### config.mk
export PLATFORM = sky130hd
export DESIGN_NAME = cct_timer
export DESIGN_NICKNAME = d
export VERILOG_FILES = /design/src/core/cct_pkg.sv /design/src/core/cct_noise_filter.sv /design/src/core/cct_timer.sv
export SDC_FILE = /design/constraint.sdc
export NUM_CORES = 1
export LEC_CHECK = 0
export BUFFER_PORTS_ARGS = -buffer_cell sky130_fd_sc_hd__buf_4
export CAP_MARGIN = 25
export CORE_MARGIN = 8
export CORE_UTILIZATION = 49
export DETAILED_ROUTE_END_ITERATION = 6
export GPL_TIMING_DRIVEN = 0
export PLACE_DENSITY = 0.7
export SLEW_MARGIN = 20
export SYNTH_ARGS = -nofsm -noshare
export SYNTH_HDL_FRONTEND = slang
export SYNTH_SLANG_ARGS = --single-unit
export TNS_END_PERCENT = 1
### constraint.sdc
create_clock -name pclk -period 6.6 [get_ports pclk]
set_input_delay 1.32 -clock pclk [delete_from_list [all_inputs] [get_ports pclk]]
set_output_delay 1.32 -clock pclk [all_outputs]
set_load 0.01 [all_outputs]
### src/core/cct_pkg.sv
/*
  package for the capture/compare timer: register indices, field positions,
  reset values, encodings and the control struct.
  assumes a 32-bit apb slave; byte address is four times the index.
*/
`default_nettype none
package cct_pkg;
  localparam int          ADDR_W        = 18;
  localparam logic [15:0] IDX_CTRL      = 16'hff7e;
  localparam logic [15:0] IDX_EDGE      = 16'hff80;
  localparam logic [15:0] IDX_SAMPLE    = 16'hff81;
  localparam logic [15:0] IDX_COUNT     = 16'hff82;
  localparam logic [15:0] IDX_CC        = 16'hff83;
  localparam logic [15:0] IDX_CONLY     = 16'hff84;
  localparam logic [7:0]  CTRL_RST      = 8'h00;
  localparam logic [7:0]  EDGE_RST      = 8'h00;
  localparam logic [7:0]  SAMPLE_RST    = 8'h00;
  localparam logic [3:0]  EDGE_RW_MASK  = 4'hf;
  localparam int          PRE_W         = 10;
  localparam int          SMP_W         = 6;
  localparam int          FILT_DEPTH    = 4;
  // edge select codes, two bits per input
  localparam logic [1:0]  EDGE_FALL     = 2'h0;
  localparam logic [1:0]  EDGE_RISE     = 2'h1;
  localparam logic [1:0]  EDGE_NONE     = 2'h2;
  localparam logic [1:0]  EDGE_BOTH     = 2'h3;
  // sample clock divide, log2, per sample_clock_reg[1:0] code
  localparam int          SMP_LOG2_0    = 0;
  localparam int          SMP_LOG2_1    = 2;
  localparam int          SMP_LOG2_2    = 4;
  localparam int          SMP_LOG2_3    = 6;
  // count clock divide, log2, per count_clock_select code (code 5 is a parameter)
  localparam int          DIV_LOG2_0    = 2;
  localparam int          DIV_LOG2_1    = 3;
  localparam int          DIV_LOG2_2    = 4;
  localparam int          DIV_LOG2_3    = 5;
  localparam int          DIV_LOG2_4    = 6;
  localparam int          DIV_LOG2_5    = 8;
  localparam int          DIV_LOG2_6    = 9;
  localparam int          DIV_LOG2_7    = 10;

  typedef struct packed {
    logic       count_enable_bit;
    logic [1:0] zero_bits;
    logic       compare_select_bit;
    logic       interval_clear_bit;
    logic [2:0] count_clock_select;
  } cct_ctrl_s;
endpackage
`default_nettype wire

### src/core/cct_noise_filter.sv
/*
  four-sample noise filter for one external input.
  assumes the input is synchronous to pclk and sample_en is a one-cycle pulse.
*/
`default_nettype none
module cct_noise_filter
  import cct_pkg::*;
(
  input  wire logic pclk,
  input  wire logic presetn,
  input  wire logic sample_en,
  input  wire logic din,
  output logic      level_ff
);
  logic [FILT_DEPTH-1:0] shift_ff;
  logic                  all_one;
  logic                  all_zero;

  assign all_one  = &shift_ff;
  assign all_zero = ~|shift_ff;

  always_ff @(posedge pclk or negedge presetn) begin
    if (!presetn) begin
      shift_ff <= '0;
    end else if (sample_en) begin
      shift_ff <= {shift_ff[FILT_DEPTH-2:0], din};
    end
  end

  // new level only when four samples agree
  always_ff @(posedge pclk or negedge presetn) begin
    if (!presetn) begin
      level_ff <= 1'b0;
    end else if (all_one) begin
      level_ff <= 1'b1;
    end else if (all_zero) begin
      level_ff <= 1'b0;
    end
  end
endmodule // cct_noise_filter
`default_nettype wire

### src/core/cct_timer.sv
/*
  16-bit capture/compare timer with apb register access.
  assumes inputs synchronous to pclk; apb master holds requests until pready.
*/
// Behaviour
// - 16-bit up-counter on divided system clock
// - reset clears counter and stops it
// - capture mode latches count on capture edge
// - capture-only register latches count on edge
// - compare mode flags match when values equal
// - three-bit select picks eight clock divisions
// - mode bits pick free-running or interval behaviour
// - enable low stops and holds count zero
// - first count clock holds zero, second advances
// - rewriting enable does not disturb counting
// - held match clears counter on next tick
// - interval capture clears counter on edge
// - free-running count wraps after all ones
// - compare mode blocks external capture interrupt
// - writes hit compare, reads follow mode
// - control register layout, resets to zero
// - control bits six and five read zero
// - edge register picks valid edges, low nibble
// - filter accepts level after four agreeing samples
// - sample clock register picks sampling rate
// - match and capture share one vector
`default_nettype none
module cct_timer
  import cct_pkg::*;
#(
  parameter int DIV5_LOG2 = DIV_LOG2_5
) (
  input  wire logic                 pclk,
  input  wire logic                 presetn,
  input  wire logic                 psel,
  input  wire logic                 penable,
  input  wire logic                 pwrite,
  input  wire logic [cct_pkg::ADDR_W-1:0] paddr,
  input  wire logic [31:0]          pwdata,
  input  wire logic [3:0]           pstrb,
  output logic      [31:0]          prdata,
  output logic                      pready,
  output logic                      pslverr,
  input  wire logic                 ext_capture_input,
  input  wire logic                 second_edge_input,
  output logic                      compare_match_irq,
  output logic                      ext_capture_irq,
  output logic                      second_edge_irq,
  output logic                      shared_vector_irq
);
  import cct_pkg::*;

  if (DIV5_LOG2 < 1 || DIV5_LOG2 > PRE_W) begin : g_bad_div
    $error("DIV5_LOG2 out of range");
  end

  cct_ctrl_s         ctrl_ff;
  logic [3:0]        edge_ff;
  logic [7:0]        sample_ff;
  logic [15:0]       count_ff;
  logic [15:0]       cmp_ff;
  logic [15:0]       cap_ff;
  logic [15:0]       conly_ff;
  logic              started_ff;
  logic              pending_ff;
  logic              match_prev_ff;
  logic [PRE_W-1:0]  pre_ff;
  logic [SMP_W-1:0]  smp_ff;
  logic              ext_prev_ff;
  logic              sec_prev_ff;
  logic              ready_ff;
  logic [31:0]       rdata_ff;
  logic              err_ff;
  logic              cmp_irq_ff;
  logic              ext_irq_ff;
  logic              sec_irq_ff;
  logic              vec_irq_ff;

  logic              en;
  logic              cmp_sel;
  logic              clr_sel;
  logic [PRE_W-1:0]  div_mask;
  logic [SMP_W-1:0]  smp_mask;
  logic              tick;
  logic              sample_en;
  logic              ext_lvl;
  logic              sec_lvl;
  logic              ext_valid;
  logic              sec_valid;
  logic              cap_clear;
  logic              match_now;
  logic              match_pulse;
  logic              acc;
  logic              wr;
  logic [15:0]       idx;
  logic              hit;
  logic [31:0]       nxt_rdata;

  assign en      = ctrl_ff.count_enable_bit;
  assign cmp_sel = ctrl_ff.compare_select_bit;
  assign clr_sel = ctrl_ff.interval_clear_bit;

  // count clock division
  function automatic logic [PRE_W-1:0] lmask(input int n);
    lmask = PRE_W'((1 << n) - 1);
  endfunction

  always_comb begin
    case (ctrl_ff.count_clock_select)
      3'h0:    div_mask = lmask(DIV_LOG2_0);
      3'h1:    div_mask = lmask(DIV_LOG2_1);
      3'h2:    div_mask = lmask(DIV_LOG2_2);
      3'h3:    div_mask = lmask(DIV_LOG2_3);
      3'h4:    div_mask = lmask(DIV_LOG2_4);
      3'h5:    div_mask = lmask(DIV5_LOG2);
      3'h6:    div_mask = lmask(DIV_LOG2_6);
      3'h7:    div_mask = lmask(DIV_LOG2_7);
      default: div_mask = lmask(DIV_LOG2_0);
    endcase
  end

  always_ff @(posedge pclk or negedge presetn) begin
    if (!presetn) begin
      pre_ff <= '0;
    end else if (!en) begin
      pre_ff <= '0;
    end else begin
      pre_ff <= pre_ff + PRE_W'(1);
    end
  end

  assign tick = en && ((pre_ff & div_mask) == div_mask);

  // sampling clock for the filters
  always_comb begin
    case (sample_ff[1:0])
      2'h0:    smp_mask = SMP_W'((1 << SMP_LOG2_0) - 1);
      2'h1:    smp_mask = SMP_W'((1 << SMP_LOG2_1) - 1);
      2'h2:    smp_mask = SMP_W'((1 << SMP_LOG2_2) - 1);
      2'h3:    smp_mask = SMP_W'((1 << SMP_LOG2_3) - 1);
      default: smp_mask = '0;
    endcase
  end

  always_ff @(posedge pclk or negedge presetn) begin
    if (!presetn) begin
      smp_ff <= '0;
    end else begin
      smp_ff <= smp_ff + SMP_W'(1);
    end
  end

  assign sample_en = ((smp_ff & smp_mask) == smp_mask);

  cct_noise_filter u_ext_filt (
    .pclk      (pclk),
    .presetn   (presetn),
    .sample_en (sample_en),
    .din       (ext_capture_input),
    .level_ff  (ext_lvl)
  );

  cct_noise_filter u_sec_filt (
    .pclk      (pclk),
    .presetn   (presetn),
    .sample_en (sample_en),
    .din       (second_edge_input),
    .level_ff  (sec_lvl)
  );

  // edge detection on filtered levels
  always_ff @(posedge pclk or negedge presetn) begin
    if (!presetn) begin
      ext_prev_ff <= 1'b0;
      sec_prev_ff <= 1'b0;
    end else begin
      ext_prev_ff <= ext_lvl;
      sec_prev_ff <= sec_lvl;
    end
  end

  function automatic logic edge_ok(input logic [1:0] code, input logic now, input logic prev);
    case (code)
      EDGE_FALL: edge_ok = prev && !now;
      EDGE_RISE: edge_ok = !prev && now;
      EDGE_BOTH: edge_ok = prev != now;
      EDGE_NONE: edge_ok = 1'b0;
      default:   edge_ok = 1'b0;
    endcase
  endfunction

  assign ext_valid = edge_ok(edge_ff[1:0], ext_lvl, ext_prev_ff);
  assign sec_valid = edge_ok(edge_ff[3:2], sec_lvl, sec_prev_ff);
  assign cap_clear = en && ext_valid && !cmp_sel && clr_sel;

  // counter
  always_ff @(posedge pclk or negedge presetn) begin
    if (!presetn) begin
      started_ff <= 1'b0;
    end else if (!en) begin
      started_ff <= 1'b0;
    end else if (tick) begin
      started_ff <= 1'b1;
    end
  end

  always_ff @(posedge pclk or negedge presetn) begin
    if (!presetn) begin
      count_ff <= '0;
    end else if (!en) begin
      count_ff <= '0;
    end else if (cap_clear) begin
      count_ff <= '0;
    end else if (tick) begin
      if (!started_ff) begin
        count_ff <= count_ff;
      end else if (pending_ff && cmp_sel && clr_sel) begin
        count_ff <= '0;
      end else begin
        count_ff <= count_ff + 16'h0001;
      end
    end
  end

  // compare
  assign match_now   = en && cmp_sel && started_ff && (count_ff == cmp_ff);
  assign match_pulse = match_now && !match_prev_ff;

  always_ff @(posedge pclk or negedge presetn) begin
    if (!presetn) begin
      match_prev_ff <= 1'b0;
    end else begin
      match_prev_ff <= match_now;
    end
  end

  always_ff @(posedge pclk or negedge presetn) begin
    if (!presetn) begin
      pending_ff <= 1'b0;
    end else if (!en) begin
      pending_ff <= 1'b0;
    end else if (match_pulse) begin
      pending_ff <= 1'b1;
    end else if (tick) begin
      pending_ff <= 1'b0;
    end
  end

  // capture registers, contents undefined after reset
  always_ff @(posedge pclk) begin
    if (ext_valid && !cmp_sel) begin
      cap_ff <= count_ff;
    end
  end

  always_ff @(posedge pclk) begin
    if (ext_valid) begin
      conly_ff <= count_ff;
    end
  end

  // interrupt requests
  always_ff @(posedge pclk or negedge presetn) begin
    if (!presetn) begin
      cmp_irq_ff <= 1'b0;
      ext_irq_ff <= 1'b0;
      sec_irq_ff <= 1'b0;
      vec_irq_ff <= 1'b0;
    end else begin
      cmp_irq_ff <= match_pulse;
      ext_irq_ff <= ext_valid && !cmp_sel;
      sec_irq_ff <= sec_valid;
      vec_irq_ff <= match_pulse || (ext_valid && !cmp_sel);
    end
  end

  // apb slave, one wait state
  assign acc = psel && penable;
  assign wr  = acc && ready_ff && pwrite;
  assign idx = paddr[ADDR_W-1:2];
  assign hit = (paddr[1:0] == 2'h0) &&
               (idx == IDX_CTRL || idx == IDX_EDGE || idx == IDX_SAMPLE ||
                idx == IDX_COUNT || idx == IDX_CC || idx == IDX_CONLY);

  always_ff @(posedge pclk or negedge presetn) begin
    if (!presetn) begin
      ctrl_ff   <= CTRL_RST;
      edge_ff   <= EDGE_RST[3:0];
      sample_ff <= SAMPLE_RST;
    end else if (wr && pstrb[0] && paddr[1:0] == 2'h0) begin
      if (idx == IDX_CTRL) begin
        ctrl_ff           <= pwdata[7:0];
        ctrl_ff.zero_bits <= 2'h0;
      end
      if (idx == IDX_EDGE) begin
        edge_ff <= pwdata[3:0] & EDGE_RW_MASK;
      end
      if (idx == IDX_SAMPLE) begin
        sample_ff <= pwdata[7:0];
      end
    end
  end

  always_ff @(posedge pclk) begin
    if (wr && paddr[1:0] == 2'h0 && idx == IDX_CC) begin
      if (pstrb[0]) begin
        cmp_ff[7:0] <= pwdata[7:0];
      end
      if (pstrb[1]) begin
        cmp_ff[15:8] <= pwdata[15:8];
      end
    end
  end

  always_comb begin
    nxt_rdata = 32'h0000_0000;
    case (idx)
      IDX_CTRL:   nxt_rdata = {24'h0, ctrl_ff};
      IDX_EDGE:   nxt_rdata = {28'h0, edge_ff};
      IDX_SAMPLE: nxt_rdata = {24'h0, sample_ff};
      IDX_COUNT:  nxt_rdata = {16'h0, count_ff};
      IDX_CC:     nxt_rdata = {16'h0, cmp_sel ? cmp_ff : cap_ff};
      IDX_CONLY:  nxt_rdata = {16'h0, conly_ff};
      default:    nxt_rdata = 32'h0000_0000;
    endcase
  end

  always_ff @(posedge pclk or negedge presetn) begin
    if (!presetn) begin
      ready_ff <= 1'b0;
      rdata_ff <= 32'h0000_0000;
      err_ff   <= 1'b0;
    end else if (acc && !ready_ff) begin
      ready_ff <= 1'b1;
      rdata_ff <= (hit && !pwrite) ? nxt_rdata : 32'h0000_0000;
      err_ff   <= !hit;
    end else begin
      ready_ff <= 1'b0;
      err_ff   <= 1'b0;
    end
  end

  assign prdata            = rdata_ff;
  assign pready            = ready_ff;
  assign pslverr           = err_ff;
  assign compare_match_irq = cmp_irq_ff;
  assign ext_capture_irq   = ext_irq_ff;
  assign second_edge_irq   = sec_irq_ff;
  assign shared_vector_irq = vec_irq_ff;
endmodule // cct_timer
`default_nettype wire

==> metrics, run 1 <==
Post-Syn Instances=530; Max Buffers Root-to-Sink=2; Die X=129.9 um; synth warn=0; Hold WC Path Type=flip-flop to flip-flop; ant diodes=0; Post-DRT Antenna Nets=0; min cycle time layout=3729 ps; DIE HEIGHT=129.9 um; final period utilization=0.5650; Critical Path Slowest Stage Cell=nor2_1; core area=0.01267 mm2; fin nets=696; Clock Tree Root=clkbuf_16; status=finished clean; sequential area share after synthesis=0.5690; synthesized area=0.006360 mm2; Lkg Pwr=0.003226 uW; DRC viols=0; worst IR drop on VDD=0.1937 mV; Placer Congestion=0.8482; Post-Syn Area per Cell=12.00 um2; crit path from=paddr[6]; HPWL Detailed=11460 um; nature of the critical path endpoint=flip-flop; area of the multi-input gates=0.002517 mm2; Post-Route WL=15450 um; io pins=99; Filler cells=1005; Post-synth top flop=dfrtp_1; CTS tree=yes; hold_sp=u_sec_filt.level_ff; Starting Density=0.5019; Rel. slew slack=0.3110; Starting DRT DRC Count=448; initial antenna violation count=0; Reg area=0.003618 mm2; via density per instance=5.708; Worst EP arrival=3770 ps; max-slew violation count=0; GRT Residual Overflow=0; Pwr Density=248.1 mW/mm2; layout cell share with drive strength beyond 1=0.2559; pin count of the biggest net entering global routing=45; DP Area=0.007143 mm2; Setup Skew=4.722 ps; GRT Overall Usage=0.1942; Hold-fix buffers, CTS=0; Slew @ Worst Pin=1024 ps; first-pass GRT wire length=24870 um; Pre-Repair DR Iteration Count=5; post-route setup TNS=0 ps; crit path cell chain=buf_4 -> or4b_4 -> nor4_2 -> nand4_1 -> nor2_1; flops & latches, synth=135; critical setup path kind=input pin to flip-flop; wire per inst=19.01 um; IO Port Bufs=62; final hold violation count=0; # rows=41; EDFF count, synth=48; Worst EP required=6640 ps; Async SR Flop Fraction=0.6444; Cell variety after synth=58; setup violators final=0; Area Overhead vs Synth=21.76%; CP Launch Type=input pin; Worst-Skew Late Latency=420 ps; f_max=0.2682 GHz; CP bufs+invs=1; clock-pin slew on the worst setup and hold paths=50 ps; Sink Count=135; crit-path max FO=8; Max-Cap Viols=0; H-tree Lvls=4; Gates resized, CTS repair=0; die area=0.01688 mm2; CP delay by family, top=simple AND/OR/NAND/NOR gates; Post-CTS Setup Bufs=0; post-layout instance area=0.007744 mm2; slowest stage delay, CP=770 ps; via count=4641; total CTS buffers=17; RSZ-0062 raised after global routing=no; reg2reg start=ctrl_ff[2]; vias in the first global route=4714
## layer usage
layer  GRT usage  wire, um  up-vias
met4     0.08880       461        0
met2      0.3038      7041      192
li1            -         -     2161
met5           0         0        -
met3     0.04529      1278       34
met1      0.2525      6673     2254
## layout by cell type, fill, tap and decap left out, drive strengths merged, types with 6 or more instances in the layout
cell type	synthesis	layout
nand4	9	9
nand2	32	32
conb	1	16
and2	6	6
nor2b	6	6
buf	21	85
o21ai	19	19
a221o	10	10
nor3	15	15
a222oi	9	9
nor2	23	23
clkbuf	21	41
mux2i	8	8
nand3	21	21
ha	7	7
a21oi	14	14
dfrtp	87	87
and3	8	8
edfxtp	48	48
nor4	18	18
inv	19	21
a31oi	6	6
mux2	38	38
xnor2	9	9
xor2	19	19
## state kept, by name, indices dropped and copies added, names as in the netlist, 6 cells and up
register,count
cap_ff,16
conly_ff,16
smp_ff,6
pre_ff,10
count_ff,16
prdata,16
sample_ff,8
cmp_ff,16
## worst paths after layout
kind | to | slack [ps] | cells past startpoint
setup reg to reg | count_ff[14] | 3800 | 7
hold / removal | sec_prev_ff | 430 | 0
max in group asynchronous | sample_ff[6] | 5090 | 2
setup / recovery | cmp_ff[6] | 2870 | 5
hold reg to reg | sec_prev_ff | 430 | 0
min in group asynchronous | pre_ff[7] | 890 | 1
## synthesized netlist by cell type (2+ instances only)
| cell | number | area [um2] |
|---|---|---|
| a221oi_1 | 4 | 35.03 |
| nand3_1 | 21 | 105.1 |
| xnor2_1 | 9 | 78.83 |
| mux2_2 | 38 | 427.9 |
| or4_1 | 4 | 30.03 |
| ha_1 | 7 | 87.58 |
| mux2i_1 | 8 | 80.08 |
| or2_2 | 2 | 12.51 |
| buf_2 | 2 | 10.01 |
| nor3_1 | 14 | 70.07 |
| a22o_1 | 5 | 43.79 |
| buf_4 | 16 | 120.1 |
| xor2_1 | 19 | 166.4 |
| and3_1 | 8 | 50.05 |
| a222oi_1 | 9 | 90.09 |
| a41oi_1 | 2 | 17.52 |
| nor2_1 | 23 | 86.33 |
| clkbuf_1 | 20 | 75.07 |
| inv_1 | 19 | 71.32 |
| buf_1 | 3 | 11.26 |
| or3_1 | 2 | 12.51 |
| nand3b_1 | 3 | 22.52 |
| nor4_1 | 15 | 93.84 |
| mux4_2 | 2 | 45.04 |
| o31ai_1 | 2 | 15.01 |
| and2_1 | 6 | 37.54 |
| nor4_2 | 3 | 37.54 |
| dfrtp_1 | 87 | 2177 |
| edfxtp_1 | 48 | 1441 |
| nor2b_1 | 6 | 37.54 |
| a31oi_1 | 6 | 37.54 |
| o21ai_0 | 18 | 90.09 |
| a221o_1 | 10 | 100.1 |
| a21o_1 | 2 | 15.01 |
| a21oi_1 | 14 | 70.07 |
| nand4_1 | 9 | 56.30 |
| o221ai_1 | 3 | 26.28 |
| a211o_1 | 4 | 35.03 |
| and4_1 | 5 | 43.79 |
| a2bb2oi_1 | 3 | 26.28 |
| nand2_1 | 32 | 120.1 |
## through the flow
step                      power, uW  hold WS [ps]  setup slack [ps]  cells  utilization
final                          1921         434.0              2871    813       0.6111
after global routing           1980         449.5              2703    813       0.6111
after CTS                      1932         439.4              2886    813       0.6104
after detailed placement       1001         428.0              2439    781       0.5637
after global placement        994.8         412.1              2471    779       0.5601
after floorplan               949.7         397.8              3236    545            -
## where the power goes
group,internal (uW),switching (uW)
logic,41.4,50.8
registers,887,7.48
clock network,585,349
## kinds of logic after synthesis
kind of cell	synth area share
and+or+nand+nor	0.1436
DFF	0.5690
AOI/OAI and AO/OA	0.1015
buffers and inverters	0.04604
muxes	0.08696
xor gates and xnor gates	0.03856
adders and majority gates	0.01377
other	0.0005896
## area by class of cell
type                            instances  share of cell area
Buffer                                 42             0.02860
Clock buffer                           20             0.06043
Multi-Input combinational cell        349              0.3251
Inverter                               19            0.009210
Sequential cell                       135              0.4673
Clock inverter                         12             0.01600
Timing Repair Buffer                   64             0.06560
Tap cell                              172             0.02779
(Power assumes the default switching activity.)
==> run 2: changes to the inputs <==
--- a/config.mk
+++ b/config.mk
@@ -5,6 +5,7 @@
 export SDC_FILE = /design/constraint.sdc
 export NUM_CORES = 1
 export LEC_CHECK = 0
+export ABC_AREA = 1
 export BUFFER_PORTS_ARGS = -buffer_cell sky130_fd_sc_hd__buf_4
 export CAP_MARGIN = 25
 export CORE_MARGIN = 8
==> constraint.sdc (replaced) <==
create_clock -name pclk -period 3.45 [get_ports pclk]
set_input_delay 0.69 -clock pclk [delete_from_list [all_inputs] [get_ports pclk]]
set_output_delay 0.69 -clock pclk [all_outputs]
set_load 0.01 [all_outputs]
==> run 2 against run 1 <==
Compared with the run above:
- total power rose by 97%
- area after synthesis is 6.6% higher
- utilization down 1.7 points
- cell count grew 33%
- combinational power grew 140%
- wire length up 3.2%
- clock skew rose by 4.1 ps
- clock power is 93% higher
- via count up 16%
- synthesized cell count rose by 48%
- first-iteration DRC count decreased by 13%
- global-route usage decreased by 0.75 points
==> metrics, run 2 <==
post-route setup TNS=0 ps (unchanged); crit-path max FO=19 (+11); Clock Tree Root=clkbuf_16; Synth area leaders=dfrtp_1, edfxtp_1, nand2_1, nor2_1, inv_1; Async SR Flop Fraction=0.6444 (unchanged); first-pass GRT wire length=26380 um (+6.1%); Switching Fraction=0.2155 (+0.003463); Post-Route WL=15940 um (+3.2%); # rows=43 (+4.9%); Post-synth top cells=nand2_1, dfrtp_1, nor2_1; core area=0.01372 mm2 (+8.3%); Worst-Skew Late Latency=430 ps (about the same); CTS tree=yes; top-count cell post-synth=nand2_1; Synth area leader=dfrtp_1; initial antenna violation count=0 (unchanged); RSZ-0062 raised after global routing=no; slowest stage delay, CP=580 ps (-190 ps); Worst EP arrival=2460 ps (-1310 ps); Critical R2R Capture=cap_ff[4]; die area=0.01786 mm2 (+5.8%); Lkg Pwr=0.003770 uW (+17%); flop-to-flop setup slack=1040 ps (-2760 ps); clock-pin slew on the worst setup and hold paths=60 ps (about the same); HPWL Detailed=11670 um (+1.8%); ant diodes=0 (unchanged); Pwr Density=464.7 mW/mm2 (+87%); CP Launch Type=flip-flop; Max-Cap Viols=0 (unchanged); synth warn=0 (unchanged); Cell variety after synth=37 (-36%); layout cell share with drive strength beyond 1=0.1715 (-0.08436); crit path cell chain=inv_1 -> ha_1 -> a21oi_1 -> o21ai_0 -> nand2_2 -> nand2_1 -> inv_1; Sink Count=135 (unchanged); commonest non-fill, non-tap cell in the layout=nand2_1; Gates resized, CTS repair=0 (unchanged); Post-Syn Area per Cell=8.615 um2 (-28%); Most common cell on crit path=inv_1; post-synth top area share=0.3211 (-0.02123); Area Overhead vs Synth=20.15%; post-layout instance area=0.008147 mm2 (+5.2%); DIE HEIGHT=133.6 um (+2.9%); Setup Skew=8.855 ps (+4.133 ps); Slew @ Worst Pin=857.3 ps (-166.7 ps); Worst EP required=3500 ps (-3140 ps); GRT Residual Overflow=0 (unchanged); DRC viols=0 (unchanged); Pre-Repair DR Iteration Count=6 (+1); Post-CTS Setup Bufs=0 (unchanged); Placer Congestion=0.8822 (+4.0%); Max Buffers Root-to-Sink=2 (unchanged); fin nets=953 (+37%); final period utilization=0.6993; Starting Density=0.4942 (-0.007717); Die X=133.6 um (+2.9%); Int Pwr=2970 uW (+96%); status=finished clean; Starting DRT DRC Count=392 (-13%); Seq pwr share=0.466 (about the same); Rel. slew slack=0.4263 (+0.1153); wire per inst=14.79 um (-22%); f_max=0.4145 GHz; IO Port Bufs=64 (+3.2%); Hold WC Path Type=input pin to async pin; CP bufs+invs=2 (+1); GRT Overall Usage=0.1867 (-0.007519); final hold violation count=0 (unchanged); vias in the first global route=5207 (+10%); Gate power share=0.057 (+0.009); Post-DRT Antenna Nets=0 (unchanged); critical setup path kind=flip-flop to flip-flop; sequential area share after synthesis=0.5337 (-0.03528); switching power=816.0 uW (+100%); total CTS buffers=17 (unchanged); setup violators final=0 (unchanged); reg2reg path depth=7 (unchanged); EDFF count, synth=48 (unchanged); DP Area=0.007546 mm2 (+5.6%); max-slew violation count=0 (unchanged); pin count of the biggest net entering global routing=88 (+96%); Critical Path Slowest Stage Cell=inv_1; via density per instance=5.002 (-12%); worst IR drop on VDD=0.3889 mV (+100%); H-tree Lvls=4 (unchanged); min cycle time layout=2413 ps; nature of the critical path endpoint=flip-flop; flops & latches, synth=135 (unchanged); via count=5392 (+16%); Clk pwr share=0.476 (-0.010); CP Depth=7 (+2); synthesized area=0.006780 mm2 (+6.6%); io pins=99 (unchanged); commonest non-fill, non-tap cells in the layout=nand2_1, dfrtp_1, nor2_1, buf_4, inv_1; Hold-fix buffers, CTS=0 (unchanged); CP delay by family, top=buffers and inverters; reg2reg start=ext_prev_ff; Post-Syn Instances=787 (+48%); Post-synth top flop=dfrtp_1
[run 2: cells by family (layout without fill, tap and decap cells)]
logic type | after synthesis | after routing | synth area share
and+or+nand+nor | 422 | 422 | 0.2761
DFF | 135 | 135 | 0.5337
buffers and inverters | 107 | 203 | 0.07308
AOI/OAI and AO/OA | 85 | 85 | 0.06404
xor gates and xnor gates | 27 | 27 | 0.03488
adders and majority gates | 7 | 7 | 0.01292
muxes | 3 | 3 | 0.004798
other | 1 | 16 | 0.0005531
[run 2: worst max path at each step]
| stage | slack (ps) | from | to |
|---|---|---|---|
| floorplan | 1430 | paddr[11] | cmp_ff[10] |
| global placement | 900 | paddr[11] | cmp_ff[14] |
| detailed placement | 920 | paddr[11] | cmp_ff[14] |
| CTS | 1010 | ext_prev_ff | cap_ff[7] |
| global route | 850 | ext_prev_ff | cap_ff[14] |
| finish | 1040 | ext_prev_ff | cap_ff[4] |
[run 2: final cells by class]
cell class / count / area [um2]
buffer: 37 / 232.7
clock buffer: 25 / 538.0
clock inverter: 7 / 62.56
fill: 1261 / 5573
inverter: 70 / 262.8
multi-input combinational: 560 / 2723
sequential: 135 / 3618
tap: 180 / 225.2
timing repair buffer: 64 / 484.2
[run 2: metrics by stage]
stage | std cells | setup slack, ps | hold WS [ps] | util | power, uW
after global placement | 1046 | 902.5 | 398.0 | 0.5497 | 2009
after detailed placement | 1046 | 917.0 | 399.4 | 0.5500 | 2013
after global routing | 1078 | 853.4 | 378.0 | 0.5938 | 3930
after floorplan | 802 | 1429 | 377.5 | - | 1901
after CTS | 1078 | 1012 | 363.9 | 0.5938 | 3821
final | 1078 | 1037 | 298.6 | 0.5938 | 3786
[run 2: power groups by stage]
stage | Combinational, uW | Clock (uW) | Sequential (uW)
final | 217 | 1800 | 1770
after floorplan | 109 | 0 | 1790
after global placement | 216 | 0 | 1790
after detailed placement | 219 | 0 | 1790
after CTS | 221 | 1830 | 1770
after global routing | 245 | 1910 | 1770
[run 2: metal layers]
layer  track usage  part of all wire  up-vias  wire length (um)
met1        0.2465              0.46     2475              7384
met5             0                 0        -                 0
met3       0.05497             0.073        9              1171
met4       0.06238            0.0096        0               153
li1              -                 -     2724                 -
met2        0.2876              0.45      184              7232
